## config.mk

```make
export PLATFORM = sky130hd
export DESIGN_NAME = pidc_ctrl
export DESIGN_NICKNAME = d
export VERILOG_FILES = /design/src/hw/pidc_pkg.sv /design/src/hw/pidc_addr_map.sv /design/src/hw/pidc_ctrl.sv
export SDC_FILE = /design/constraint.sdc
export NUM_CORES = 1
export LEC_CHECK = 0
export CAP_MARGIN = 20
export CORE_UTILIZATION = 50
export CTS_CLUSTER_SIZE = 8
export DETAILED_ROUTE_END_ITERATION = 7
export DONT_BUFFER_PORTS = 1
export SYNTH_ARGS = -nofsm -noshare
export SYNTH_HDL_FRONTEND = slang
export SYNTH_HIERARCHICAL = 1
export SYNTH_SLANG_ARGS = --single-unit
```

## constraint.sdc

```tcl
create_clock -name clk -period 3.4 [get_ports clk]
set_clock_uncertainty 0.15 [all_clocks]
set_input_delay 0.34 -clock clk [delete_from_list [all_inputs] [get_ports clk]]
set_output_delay 0.34 -clock clk [all_outputs]
set_load 0.01 [all_outputs]
```

## src/hw/pidc_pkg.sv

```systemverilog
// Constants for the page interleaved DRAM controller.
// Assumes a single clock domain driven by the doubled processor clock.
package pidc_pkg;
  // ==========================================================
  // Configuration port addresses and register indexes
  localparam logic [7:0] IDX_PORT = 8'h22;
  localparam logic [7:0] DATA_PORT = 8'h23;
  localparam logic [7:0] MEM_LAYOUT_IDX = 8'h00;
  localparam logic [7:0] BANK_TIMING_IDX = 8'h01;
  localparam logic [7:0] CFG_RESET = 8'h00;
  localparam logic [7:0] TIMING_WR_MASK = 8'h0F;
  // ==========================================================
  // Field positions in memory_layout_config
  localparam int LAY_INTERLEAVE = 0;
  localparam int LAY_BASE640 = 1;
  localparam int LAY_MAP_EN = 2;
  localparam int LAY_REGION_RO = 3;
  localparam int LAY_REGION_LOW = 4;
  localparam int LAY_HI_BANKS = 5;
  localparam int LAY_TMO_DIS = 6;
  localparam int LAY_TYPE_1M = 7;
  // Field positions in bank_timing_config
  localparam int TIM_ZWS_LO = 0;
  localparam int TIM_PRE4_LO = 1;
  localparam int TIM_ZWS_HI = 2;
  localparam int TIM_PRE4_HI = 3;
  // ==========================================================
  // Timing counts in doubled-clock periods
  localparam logic [3:0] PRE_LONG = 4'h6;
  localparam logic [3:0] PRE_SHORT = 4'h4;
  localparam logic [3:0] RAS_CYC = 4'h2;
  localparam logic [3:0] CAS_CYC = 4'h2;
  localparam logic [3:0] REF_STAGGER = 4'h1;
  localparam real RAS_TMO_US = 10.0;
  localparam real CLK_NS = 40.0;
  localparam int RAS_TMO_CYC = int'(RAS_TMO_US * 1000.0 / CLK_NS) - 1;
  // Region bases (address bits 23:17)
  localparam logic [6:0] REGION_HI = 7'h7F;
  localparam logic [6:0] REGION_LO = 7'h07;
  localparam logic [23:0] TOP_16M = 24'hFFFFFF;
endpackage

```

## src/hw/pidc_addr_map.sv

```systemverilog
// Row/column address generation and bank selection.
// Assumes address bits are stable for the whole access.
`timescale 1ns/10ps
module pidc_addr_map (
  input wire logic [23:2] addr,
  input wire logic type_1m,
  input wire logic interleave,
  input wire logic hi_banks,
  output logic [1:0] bank,
  output logic [9:0] row,
  output logic [9:0] col
);
  // ==========================================================
  // Bank choice and address fields
  always_comb begin
    bank = 2'h0;
    row = 10'h000;
    col = 10'h000;
    if (!interleave) begin
      if (type_1m) begin
        row = addr[21:12];
        col = addr[11:2];
      end else begin
        row = {2'h0, addr[18:11]};
        col = {1'h0, addr[10:2]};
      end
    end else begin
      bank[0] = addr[11];
      if (hi_banks) begin
        bank[1] = type_1m ? addr[23] : addr[21];
      end
      if (type_1m) begin
        row = addr[21:12];
        col = {addr[22], addr[10:2]};
      end else begin
        row = {1'h0, addr[20:12]};
        col = {1'h0, addr[10:2]};
      end
    end
  end
endmodule

```

## src/hw/pidc_ctrl.sv

```systemverilog
// Page interleaved DRAM controller top: configuration port, sequencers, strobes.
// Assumes all inputs synchronous to clk (doubled processor clock).
//
// Summary of operation
// - Two interleaved banks: even pages to bank 0, odd pages to bank 1.
// - Four banks: upper pair holds even pages in bank 2, odd in 3.
// - Separate processor, DMA, refresh sequencers chosen by refresh and hold acknowledge.
// - One processor sequencer serves both modes; strobes follow configuration registers.
// - DMA sequencer drives strobes during DMA transfers.
// - Refresh row strobes are staggered across banks.
// - Layout bit 6 set disables the row-open timeout; default enabled.
// - Layout bit 5 enables banks 2 and 3; default off.
// - Bit 4 moves 128K region low; bit 3 makes it read-only.
// - Timing bit 3: banks 2/3 precharge four instead of six clocks.
// - Timing bit 1: banks 0/1 precharge four instead of six clocks.
// - Timing bit 2: banks 2/3 reads need no wait state.
// - Timing bit 0: banks 0/1 reads need no wait state.
// - Decoder serves one, two or four banks of either DRAM type.
// - Layout bit 7 selects DRAM type; address fields follow type.
// - Mux lines carry addresses, and register data during configuration access.
// - Buffer enable asserted during configuration I/O cycles.
// - Row, column strobes and write enable driven for every bank.
// - Index written at port 22H, data accessed at port 23H.
// - Mode pin low gives direct access; high gives page operation.
// - Base 512K or 640K; remainder remapped just below 16MB.
`timescale 1ns/10ps
module pidc_ctrl (
  input wire logic clk,
  input wire logic reset,
  input wire logic [23:2] addr,
  input wire logic mem_req,
  input wire logic mem_write,
  input wire logic mode_page,
  input wire logic refresh_req,
  input wire logic hold_acknowledge_in,
  input wire logic dma_ras_req,
  input wire logic dma_cas_req,
  input wire logic dma_mux,
  input wire logic io_sel,
  input wire logic io_rd,
  input wire logic io_wr,
  input wire logic port_a0,
  input wire logic [1:0] ref_addr_hi,
  input wire logic [7:0] mux_addr_data_lines_in,
  output logic [7:0] mux_addr_data_lines_out,
  output logic mux_addr_data_lines_oe,
  output logic dram_addr_bit8,
  output logic dram_addr_bit9,
  output logic [3:0] ras_n,
  output logic [3:0] cas_n,
  output logic we_n,
  output logic mem_ready,
  output logic region_hit,
  output logic region_write_blocked,
  output logic config_buffer_enable
);
  typedef enum {SQ_IDLE, SQ_ROW, SQ_COL, SQ_OPEN, SQ_PRE, SQ_DMA, SQ_REF} pidc_seq_t;
  typedef struct packed {
    logic [7:0] layout;
    logic [7:0] timing;
    logic [7:0] index;
    pidc_seq_t seq;
    logic [3:0] cnt;
    logic [8:0] tmo;
    logic [1:0] bank;
    logic [9:0] open_row;
    logic [3:0] ras;
    logic [3:0] cas;
    logic we;
    logic rdy;
    logic [9:0] ma;
    logic [7:0] rdata;
  } pidc_state_t;
  pidc_state_t cur_ff;
  pidc_state_t nxt_cur;
  logic [1:0] map_bank;
  logic [9:0] map_row;
  logic [9:0] map_col;
  logic hi_pair;
  logic [3:0] pre_cnt;
  logic zero_ws;
  logic page_hit;
  logic cfg_cycle;
  logic [6:0] reg_base;
  logic [23:2] phys_addr;
  // Elaboration check on timeout count width
  if (pidc_pkg::RAS_TMO_CYC > 511) begin : g_chk
    $error("timeout count does not fit counter");
  end
  // ==========================================================
  // Address decoder
  // Remap window below 16MB folds back onto the area between base and 1MB
  assign phys_addr = (cur_ff.layout[pidc_pkg::LAY_MAP_EN] && addr[23:20] == 4'hF
                      && addr[19:17] >= (cur_ff.layout[pidc_pkg::LAY_BASE640] ? 3'h5 : 3'h4))
                     ? {4'h0, addr[19:2]} : addr;
  pidc_addr_map u_map (
    .addr(phys_addr),
    .type_1m(cur_ff.layout[pidc_pkg::LAY_TYPE_1M]),
    .interleave(cur_ff.layout[pidc_pkg::LAY_INTERLEAVE] & mode_page),
    .hi_banks(cur_ff.layout[pidc_pkg::LAY_HI_BANKS]),
    .bank(map_bank),
    .row(map_row),
    .col(map_col)
  );
  // Region decode and read-only write blocking
  assign reg_base = cur_ff.layout[pidc_pkg::LAY_REGION_LOW] ? pidc_pkg::REGION_LO
                                                             : pidc_pkg::REGION_HI;
  assign region_hit = (addr[23:17] == reg_base);
  assign region_write_blocked = region_hit & mem_write
                                & cur_ff.layout[pidc_pkg::LAY_REGION_RO];
  // Per-pair timing selection
  assign hi_pair = cur_ff.bank[1];
  assign pre_cnt = (hi_pair ? cur_ff.timing[pidc_pkg::TIM_PRE4_HI]
                            : cur_ff.timing[pidc_pkg::TIM_PRE4_LO])
                   ? pidc_pkg::PRE_SHORT : pidc_pkg::PRE_LONG;
  assign zero_ws = map_bank[1] ? cur_ff.timing[pidc_pkg::TIM_ZWS_HI]
                               : cur_ff.timing[pidc_pkg::TIM_ZWS_LO];
  assign page_hit = mode_page && (map_bank == cur_ff.bank) && (map_row == cur_ff.open_row);
  assign cfg_cycle = io_sel & (io_rd | io_wr);
  // ==========================================================
  // Next state
  always_comb begin
    nxt_cur = cur_ff;
    nxt_cur.rdy = 1'b0;
    // Configuration port access
    if (io_sel && io_wr) begin
      if (!port_a0) begin
        nxt_cur.index = mux_addr_data_lines_in;
      end else if (cur_ff.index == pidc_pkg::MEM_LAYOUT_IDX) begin
        nxt_cur.layout = mux_addr_data_lines_in;
      end else if (cur_ff.index == pidc_pkg::BANK_TIMING_IDX) begin
        nxt_cur.timing = mux_addr_data_lines_in & pidc_pkg::TIMING_WR_MASK;
      end
    end
    unique case (cur_ff.index)
      pidc_pkg::MEM_LAYOUT_IDX: nxt_cur.rdata = cur_ff.layout;
      pidc_pkg::BANK_TIMING_IDX: nxt_cur.rdata = cur_ff.timing;
      default: nxt_cur.rdata = 8'h00;
    endcase
    if (cur_ff.seq == SQ_OPEN && cur_ff.tmo != 9'h000) begin
      nxt_cur.tmo = cur_ff.tmo - 9'h001;
    end
    if (cur_ff.cnt != 4'h0) begin
      nxt_cur.cnt = cur_ff.cnt - 4'h1;
    end
    unique case (cur_ff.seq)
      SQ_IDLE, SQ_OPEN: begin
        // Selector: refresh first, then DMA, then processor
        if (refresh_req) begin
          nxt_cur.seq = SQ_REF;
          nxt_cur.ras = 4'hF;
          nxt_cur.cas = 4'hF;
          nxt_cur.cnt = pidc_pkg::REF_STAGGER;
          nxt_cur.ma = {ref_addr_hi, 8'h00};
        end else if (hold_acknowledge_in) begin
          nxt_cur.seq = SQ_DMA;
          nxt_cur.ras = 4'hF;
          nxt_cur.cas = 4'hF;
        end else if (cur_ff.seq == SQ_OPEN && mode_page && !cur_ff.layout[pidc_pkg::LAY_TMO_DIS]
                     && cur_ff.tmo == 9'h000) begin
          nxt_cur.seq = SQ_PRE;
          nxt_cur.ras = 4'hF;
          nxt_cur.cnt = pre_cnt;
        end else if (mem_req && !region_write_blocked) begin
          nxt_cur.we = mem_write;
          if (cur_ff.seq == SQ_OPEN && page_hit) begin
            nxt_cur.ma = map_col;
            nxt_cur.cas[cur_ff.bank] = 1'b0;
            nxt_cur.seq = SQ_COL;
            nxt_cur.cnt = (zero_ws || mem_write) ? 4'h0 : 4'h1;
          end else if (cur_ff.seq == SQ_OPEN) begin
            nxt_cur.ras = 4'hF;
            nxt_cur.seq = SQ_PRE;
            nxt_cur.cnt = pre_cnt;
          end else begin
            nxt_cur.bank = map_bank;
            nxt_cur.open_row = map_row;
            nxt_cur.ma = map_row;
            nxt_cur.ras[map_bank] = 1'b0;
            nxt_cur.seq = SQ_ROW;
            nxt_cur.cnt = pidc_pkg::RAS_CYC - 4'h1;
            nxt_cur.tmo = 9'(pidc_pkg::RAS_TMO_CYC);
          end
        end
      end
      SQ_ROW: begin
        if (cur_ff.cnt == 4'h0) begin
          nxt_cur.ma = map_col;
          nxt_cur.cas[cur_ff.bank] = 1'b0;
          nxt_cur.seq = SQ_COL;
          nxt_cur.cnt = (zero_ws || cur_ff.we) ? 4'h0 : 4'h1;
        end
      end
      SQ_COL: begin
        if (cur_ff.cnt == 4'h0) begin
          nxt_cur.rdy = 1'b1;
          nxt_cur.cas = 4'hF;
          nxt_cur.we = 1'b0;
          // Direct mode closes the row after every access
          if (mode_page) begin
            nxt_cur.seq = SQ_OPEN;
          end else begin
            nxt_cur.ras = 4'hF;
            nxt_cur.seq = SQ_PRE;
            nxt_cur.cnt = pre_cnt;
          end
        end
      end
      SQ_PRE: begin
        if (cur_ff.cnt == 4'h0) begin
          nxt_cur.seq = SQ_IDLE;
        end
      end
      SQ_DMA: begin
        // DMA strobes follow the DMA timing inputs
        nxt_cur.ras = {4{~dma_ras_req}};
        nxt_cur.cas = {4{~dma_cas_req}};
        nxt_cur.ma = dma_mux ? {addr[21], addr[10:2]} : {addr[20:11]};
        if (!hold_acknowledge_in) begin
          nxt_cur.seq = SQ_PRE;
          nxt_cur.ras = 4'hF;
          nxt_cur.cas = 4'hF;
          nxt_cur.cnt = pidc_pkg::PRE_LONG;
        end
      end
      SQ_REF: begin
        // One more bank's row strobe drops each stagger step
        if (cur_ff.cnt == 4'h0 && cur_ff.ras != 4'h0) begin
          nxt_cur.ras = {cur_ff.ras[2:0], 1'b0};
          nxt_cur.cnt = pidc_pkg::REF_STAGGER;
        end
        if (!refresh_req) begin
          nxt_cur.ras = 4'hF;
          nxt_cur.seq = SQ_PRE;
          nxt_cur.cnt = pidc_pkg::PRE_LONG;
        end
      end
    endcase
  end
  // ==========================================================
  // State register
  always_ff @(posedge clk) begin
    if (reset) begin
      cur_ff <= '{layout: pidc_pkg::CFG_RESET, timing: pidc_pkg::CFG_RESET,
                  index: 8'h00, seq: SQ_IDLE, cnt: 4'h0, tmo: 9'h000, bank: 2'h0,
                  open_row: 10'h000, ras: 4'hF, cas: 4'hF, we: 1'b0, rdy: 1'b0,
                  ma: 10'h000, rdata: 8'h00};
    end else begin
      cur_ff <= nxt_cur;
    end
  end
  // ==========================================================
  // Outputs
  // Lines turn to input for port writes and for index port reads
  assign mux_addr_data_lines_oe = ~(io_sel & (io_wr | (io_rd & ~port_a0)));
  assign mux_addr_data_lines_out = (io_sel & io_rd) ? cur_ff.rdata : cur_ff.ma[7:0];
  assign dram_addr_bit8 = cur_ff.ma[8];
  assign dram_addr_bit9 = cur_ff.ma[9];
  assign ras_n = cur_ff.ras;
  assign cas_n = cur_ff.cas;
  assign we_n = ~cur_ff.we;
  assign mem_ready = cur_ff.rdy;
  assign config_buffer_enable = cfg_cycle;
  // ==========================================================
  // Checks
  reset_clear_a: assert property (@(posedge clk) reset |=> cur_ff.layout == 8'h00 && cur_ff.timing == 8'h00) else $error("config not cleared");
  reserved_zero_a: assert property (@(posedge clk) disable iff (reset) cur_ff.timing[7:4] == 4'h0) else $error("reserved timing bits set");
  buf_en_a: assert property (@(posedge clk) cfg_cycle |-> config_buffer_enable) else $error("buffer enable missing");
  dma_strobe_a: assert property (@(posedge clk) disable iff (reset) cur_ff.seq == SQ_DMA && hold_acknowledge_in && !refresh_req |=> cur_ff.ras == {4{~$past(dma_ras_req)}}) else $error("dma ras mismatch");
  ref_stagger_a: assert property (@(posedge clk) disable iff (reset) cur_ff.seq == SQ_REF && $past(cur_ff.seq) != SQ_REF |-> cur_ff.ras == 4'hF) else $error("refresh not staggered");
  sel_refresh_a: assert property (@(posedge clk) disable iff (reset) cur_ff.seq == SQ_IDLE && refresh_req |=> cur_ff.seq == SQ_REF) else $error("refresh not chosen");
  precharge_len_a: assert property (@(posedge clk) disable iff (reset) cur_ff.seq != SQ_PRE ##1 cur_ff.seq == SQ_PRE && cur_ff.cnt == 4'h4 |-> ##4 cur_ff.seq == SQ_PRE ##1 cur_ff.seq == SQ_IDLE) else $error("short precharge wrong");
  one_bank_a: assert property (@(posedge clk) disable iff (reset) cur_ff.seq == SQ_ROW |-> $countones(~cur_ff.ras) == 1) else $error("row strobe not one bank");
  hi_bank_off_a: assert property (@(posedge clk) disable iff (reset) !cur_ff.layout[5] && cur_ff.seq == SQ_ROW |-> cur_ff.ras[3:2] == 2'b11) else $error("upper banks used");
  ro_region_a: assert property (@(posedge clk) disable iff (reset) region_write_blocked && cur_ff.seq == SQ_IDLE |=> cur_ff.seq != SQ_ROW) else $error("write to read-only region");
endmodule

```

# Word-level counts from Yosys, hierarchy flattened
# Index checks and enable logic that the tools add are counted.
op_classes:
  n_eq_ne: 33
  order_cmp: 5
  addsub: 2
  mux: 77
  reduce_logical: 40
  bitwise: 23
op_table:
  columns: ["operator", "count"]
  rows:
  - ["66-bit two-way mux", 5]
  - ["36-bit two-way mux", 6]
  - ["32-bit case mux with 6 select lines", 1]
  - ["10-bit two-way mux", 15]
  - ["32-bit by 3-bit == test with 1-bit output, second input constant", 4]
  - ["21-bit two-way mux", 4]
  - ["32-bit by 2-bit == test with 1-bit output, second input constant", 2]
  - ["32-bit two-way mux", 2]
  - ["25-bit two-way mux", 2]
  - ["4-bit two-way mux", 10]
  - ["32-bit by 1-bit == test with 1-bit output, second input constant", 1]
  - ["32-bit logical NOT", 1]
  - ["8-bit two-way mux", 4]
  - ["4-bit case mux with 4 select lines", 2]
  - ["10-bit case mux with 3 select lines", 1]
  - ["6-bit AND reduction", 5]
  - ["22-bit two-way mux", 1]
  - ["7-bit two-way mux", 3]
  - ["2-bit inequality test, second input constant", 10]
  - ["4-bit case mux with 5 select lines", 1]
  - ["4-bit inequality test, second input constant", 4]
  - ["8-bit case mux with 2 select lines", 1]
  - ["4-bit nonzero test", 4]
  - ["5-bit inequality test, second input constant", 3]
  - ["other kinds (37)", 88]
word_totals:
  input_bits: 46
  output_inout_bits: 24
  register_bits: 105

# Logic depth before layout (Yosys ltp)
logic_depth:
  ltp_word: 24
  depth_mapped: 14
  depth_no_buf: 13

# Cells and area by module
# Netlist, hierarchy kept.
modules_own_cells:
  columns: ["mod", "seq_area_each_um2", "area_per_inst_um2", "instances", "cells_each"]
  rows:
  - ["pidc_ctrl", 1521.5, 4855.9, 1, 611]
  - ["pidc_addr_map", 0.0, 222.7, 1, 26]

# Worst setup path before layout
# Ideal clock, no wire load.
synth_timing:
  path_type: "in2reg"
  startpoint: "input addr[17] (netlist name)"
  endpoint: "register cur_ff, in the netlist cas_n[0]"
  path_buffers: 0
  path_slack_ns: 0.385
  required_time_ns: 3.130
  arrival_ns: 2.745
  setup_time_ns: 0.120
  stages: 13
  path_cell_list: "inv_1 > ha_1 > nor2_1 > a211oi_1 > nor2b_1 > mux2i_1 > nor2_1 > xnor2_1 > nand3_1 > nor4_4 > a31oi_2 > or2_1 > a211o_1"
synth_between:
  elab_chain_len: 12
  elab_cells_between_ends: 22
  cone_classes: "order compare: 1; eq/ne: 5; mux: 7; bitwise: 2; reduce/logical: 7"
synth_lines:
  columns: ["element", "line_no", "source"]
  rows:
  - ["start: declaration", "pidc_ctrl.sv:30", "input wire logic [23:2] addr,"]
  - ["3-bit >= comparator", "pidc_ctrl.sv:94", "&& addr[19:17] >= (cur_ff.layout[pidc_pkg::LAY_BASE640] ? 3'h5 : 3'h4))"]
  - ["1-bit logical AND", "pidc_ctrl.sv:94", null]
  - ["22-bit two-way mux", "pidc_ctrl.sv:95", "? {4'h0, addr[19:2]} : addr;"]
  - ["via phys_addr, one bit", "pidc_ctrl.sv:85", "logic [23:2] phys_addr;"]
  - ["1-bit two-way mux", "pidc_addr_map.sv:30", "bank[1] = type_1m ? addr[23] : addr[21];"]
  - ["1-bit two-way mux", "pidc_addr_map.sv:29", "if (hi_banks) begin"]
  - ["2-bit two-way mux", "pidc_addr_map.sv:19", "if (!interleave) begin"]
  - ["via map_bank[1]", "pidc_ctrl.sv:76", "logic [1:0] map_bank;"]
  - ["2-bit == test", "pidc_ctrl.sv:118", "assign page_hit = mode_page && (map_bank == cur_ff.bank) && (map_row == cur_ff.open_row);"]
  - ["1-bit logical AND (2 in a row)", "pidc_ctrl.sv:118", null]
  - ["1-bit logical AND", "pidc_ctrl.sv:166", "if (cur_ff.seq == SQ_OPEN && page_hit) begin"]
  - ["4-bit inequality test (no line)", null, null]
  - ["6-bit AND reduction (no line)", null, null]
  - ["end signal: assignment", "pidc_ctrl.sv:244", "cur_ff <= '{layout: pidc_pkg::CFG_RESET, timing: pidc_pkg::CFG_RESET,"]
  - ["end signal: assignment", "pidc_ctrl.sv:249", "cur_ff <= nxt_cur;"]
  - ["end: declaration", "pidc_ctrl.sv:74", "pidc_state_t cur_ff;"]
# The timed path passes the listed nets, and every way through them passes these cells.
# A chain may end at the register's enable or synchronous reset.

# Worst setup path in the final report
layout_timing:
  startpoint: "register cur_ff[102] (netlist name)"
  endpoint: "register cur_ff[8] (netlist name)"
layout_between:
  elab_cells_between_ends: 23
  cone_classes: "order compare: 1; eq/ne: 3; mux: 14; reduce/logical: 5"
layout_lines:
  columns: ["element", "line_no", "source"]
  rows:
  - ["1-bit two-way mux (*)", "pidc_ctrl.sv:94", null]
  - ["3-bit >= comparator (*)", "pidc_ctrl.sv:94", null]
  - ["1-bit logical AND (*)", "pidc_ctrl.sv:94", null]
  - ["22-bit two-way mux (*)", "pidc_ctrl.sv:95", null]
  - ["via phys_addr, one bit", "pidc_ctrl.sv:85", null]
  - ["10-bit two-way mux (on tied branches)", "pidc_addr_map.sv:20, pidc_addr_map.sv:32", null]
  - ["10-bit two-way mux (*)", "pidc_addr_map.sv:19", null]
  - ["via map_row[9]", "pidc_ctrl.sv:77", "logic [9:0] map_row;"]
  - ["10-bit == test (*)", "pidc_ctrl.sv:118", null]
  - ["1-bit logical AND (*)", "pidc_ctrl.sv:118", null]
  - ["1-bit logical AND (*)", "pidc_ctrl.sv:166", null]
  - ["10-bit two-way mux", "pidc_ctrl.sv:166", null]
  - ["10-bit two-way mux", "pidc_ctrl.sv:164", "end else if (mem_req && !region_write_blocked) begin"]
  - ["10-bit two-way mux", "pidc_ctrl.sv:159", "end else if (cur_ff.seq == SQ_OPEN && mode_page && !cur_ff.layout[pidc_pkg::LAY_TMO_DIS]"]
  - ["10-bit two-way mux", "pidc_ctrl.sv:155", "end else if (hold_acknowledge_in) begin"]
  - ["10-bit two-way mux", "pidc_ctrl.sv:149", "if (refresh_req) begin"]
  - ["10-bit case mux with 3 select lines", "pidc_ctrl.sv:146", "unique case (cur_ff.seq)"]
# Mark *: on every way through the listed nets, which the timed path passes. The rest lies on a longest branch. The select of a mux whose other input is x is not followed.

==> metrics.csv <==
metric;value;unit
async_flop_share;0;%
critPathLaunch;cur_ff[102];
clkSinkCount;76;
gp_congestion;0.900;
cts_setup_buffers;0;
antenna_left;0;
crit_path_max_fanout;20;
via_count;4710;
reg2reg_depth;12;
powerDensity;672;mW/mm2
synth_top_area_share;30.0;%
clock_latency;0.37;ns
grtUsageMet1;41.1;%
required;3.47;ns
grt_use_met2;43.7;%
cp-start-kind;register;
start_util;51.7;%
hold_violations;0;
rows;36;
chipHeight;103;um
synth_cells;637;
crit_arrival;3.22;ns
io_buffers;0;
reg2reg_setup_slack;0.26;ns
drv_slew;0;
multiInputGateArea;0.00319;mm2
grt_pass1_vias;4319;
antenna_found_initial;0;
cts_max_level;3;
hold_class;in -> reg;
drive_gt1_share;11.2;%
drt-initial-drc-count;355;
synth.avg_cell_area;7.97;um2
track_usage;28.6;%
period_share;92.5;%
drc;0;
areaGrowthSynthToFinish;5.25;%
grt_pass1_wl;22900;um
whs_path_depth;2;
ys_types;78;
root_buffer;clkbuf_8;
synth_top_cells_by_area;dfxtp_1, mux2i_1, nor2_1;
worst_setup_path_end_kind;register;
use_met3;5.42;%
worst_slew_pin_slew;0.682;ns
coreArea;0.00982;mm2
fin_crit;3.14;ns
ys_seq_area_share;30.0;%
critPathMaxStageDelay;0.40;ns
r2r_end;cur_ff[8];
diodes;0;
busiest_layer;met2;
ctsLongestPathBuffers;2;
cts_buffers;9;
cts.clk_slew.worst_paths;0.09;ns
relSlewSlack;54.3;%
rsz0062_at_grt;false;
power.total;3590;uW
worst_path_most_repeated_cell;nor2_1;
syn-num-nets;686;
final_cell_area;0.00535;mm2
cp-endpoint;cur_ff[8];
fp.dieW;103;um
place_hpwl;10600;um
fmax;0.318;GHz
crit_path_top_delay_cell;nor4_4;
grt_max_degree;66;
synth.yosys.warnings;6;
r2r-start;cur_ff[102];
synth_seq_cells;76;
hold_slack;0.0105;ns
status;finished, final reports clean;
setup_slack;0.256;ns
dr.pass1.iters;5;
cap_viol_max_count;0;
vdd_drop_max;0.290;mV
worstSetupPathType;reg -> reg;
tns;0;ns
power.leakage;0.00200;uW
routed_via_density;6.27;
synth_largest_area_cell;dfxtp_1;
layout.area.seq;0.00152;mm2
pre_cts_ws;0.105;ns
crit_chain;ha_1, nor2_1, a211oi_2, nor2b_1, and2_1, xnor2_1, nand4_1, nor4_4, buf_4, nor2_1, a311oi_1, a221oi_1;
io_pins;70;
nets;662;
syn_area;0.00508;mm2
synth_edf_count;0;
final-setup-viol-count;0;
dpl_cell_area;0.00504;mm2
routedWlPerCell;19.6;um
wl;14700;um
grt-ovfl-total;0;
yosys_most_used_dff;dfxtp_1;
num-fill-cells;973;
die_area;0.0106;mm2
cts_tree;built;
## how the worst min path moves through the flow
stage | startpoint | endpoint | slack, ns
after detailed placement | reset | cur_ff[46] | 0.27
final | mux_addr_data_lines_in[1] | cur_ff[86] | 0.01
after CTS | mem_write | cur_ff[19] | 0.003
after global placement | reset | cur_ff[47] | 0.27
after floorplan | cur_ff[107] | cur_ff[6] | 0.29
after global routing | mux_addr_data_lines_in[7] | cur_ff[92] | 0.004
## metal layers
metal / routed length, um / vias to the layer above
li1: - / 2259
met1: 6710 / 2249
met2: 6680 / 192
met3: 1180 / 10
met4: 126 / 0
met5: 0 / -
## cell families (layout without fill, tap and decap cells)
kind of cell | after synthesis | after routing | share of synthesized area, %
DFF | 76 | 76 | 30.0
muxes | 52 | 52 | 10.9
adders and majority gates | 3 | 3 | 0.739
xor gates and xnor gates | 21 | 21 | 3.62
buffers and inverters | 74 | 55 | 7.27
AOI/OAI and AO/OA | 165 | 165 | 22.6
and+or+nand+nor | 246 | 246 | 24.9
## worst max-delay path, delay by kind of cell, from the launching register on
family	cells	cell delay (ns)
flops	1	0.34
xor+xnor	1	0.19
buf+inv	1	0.31
fa+ha+maj	1	0.27
compound gates	3	0.74
simple gates	6	1.00
## cells in the final DEF (no fill, tap or decap), types with 4 or more instances in the layout
| cell type | instances |
|---|---|
| nor2b_1 | 14 |
| clkbuf_8 | 10 |
| xnor2_1 | 16 |
| nand4_1 | 7 |
| nor2_1 | 71 |
| nand2_1 | 67 |
| dlygate4sd3_1 | 9 |
| nor3_1 | 21 |
| mux2i_1 | 34 |
| o21a_1 | 5 |
| dfxtp_1 | 76 |
| or3_1 | 6 |
| a311oi_1 | 13 |
| mux2_2 | 17 |
| inv_1 | 15 |
| a221oi_1 | 14 |
| a22oi_1 | 4 |
| a211o_1 | 5 |
| a21oi_1 | 44 |
| o21ai_0 | 26 |
| xor2_1 | 5 |
| buf_4 | 14 |
| a31oi_1 | 9 |
| a211oi_1 | 11 |
| and2_1 | 9 |
| nand3_1 | 8 |
| nand2b_1 | 8 |
## where the power goes
| group | internal, uW | switching (uW) |
|---|---|---|
| Sequential | 1030 | 172 |
| Combinational | 678 | 1030 |
| Clock | 293 | 380 |
## timing repair
| action | in CTS | in global routing |
|---|---|---|
| gates resized for setup | 0 | 1 |
| hold buffers | 10 | 0 |
| setup endpoints to repair | 0 | 15 |
| endpoints found under the hold margin | 65 | 0 |
## synth_stat cells (12+ instances only)
cell and count:
dfxtp_1 76, nor2_1 71, nand2_1 67, a21oi_1 44, mux2i_1 34, clkbuf_1 26, o21ai_0 26, nor3_1 21
buf_4 19, mux2_2 17, xnor2_1 16, inv_1 15, a221oi_1 14, nor2b_1 14, a311oi_1 13, a211oi_1 12
## area by class of cell
cell class	count	area share (%)
Clock inverter	6	0.890
Tap cell	133	3.11
Inverter	15	1.05
Sequential cell	76	28.5
Multi-Input combinational cell	487	59.7
Timing Repair Buffer	24	4.17
Clock buffer	10	2.57
## metrics by stage
step | std cells | util, %
CTS | 751 | 54.4
global placement | 725 | 51.3
detailed placement | 725 | 51.3
global route | 751 | 54.4
floorplan | 637 | -
finish | 751 | 54.4
## registers in the layout, summed over array words and instances (netlist names)
register        cells
cas_n               4
cur_ff             65
dram_addr_bit8      1
dram_addr_bit9      1
mem_ready           1
ras_n               4
(Power assumes the default switching activity.)
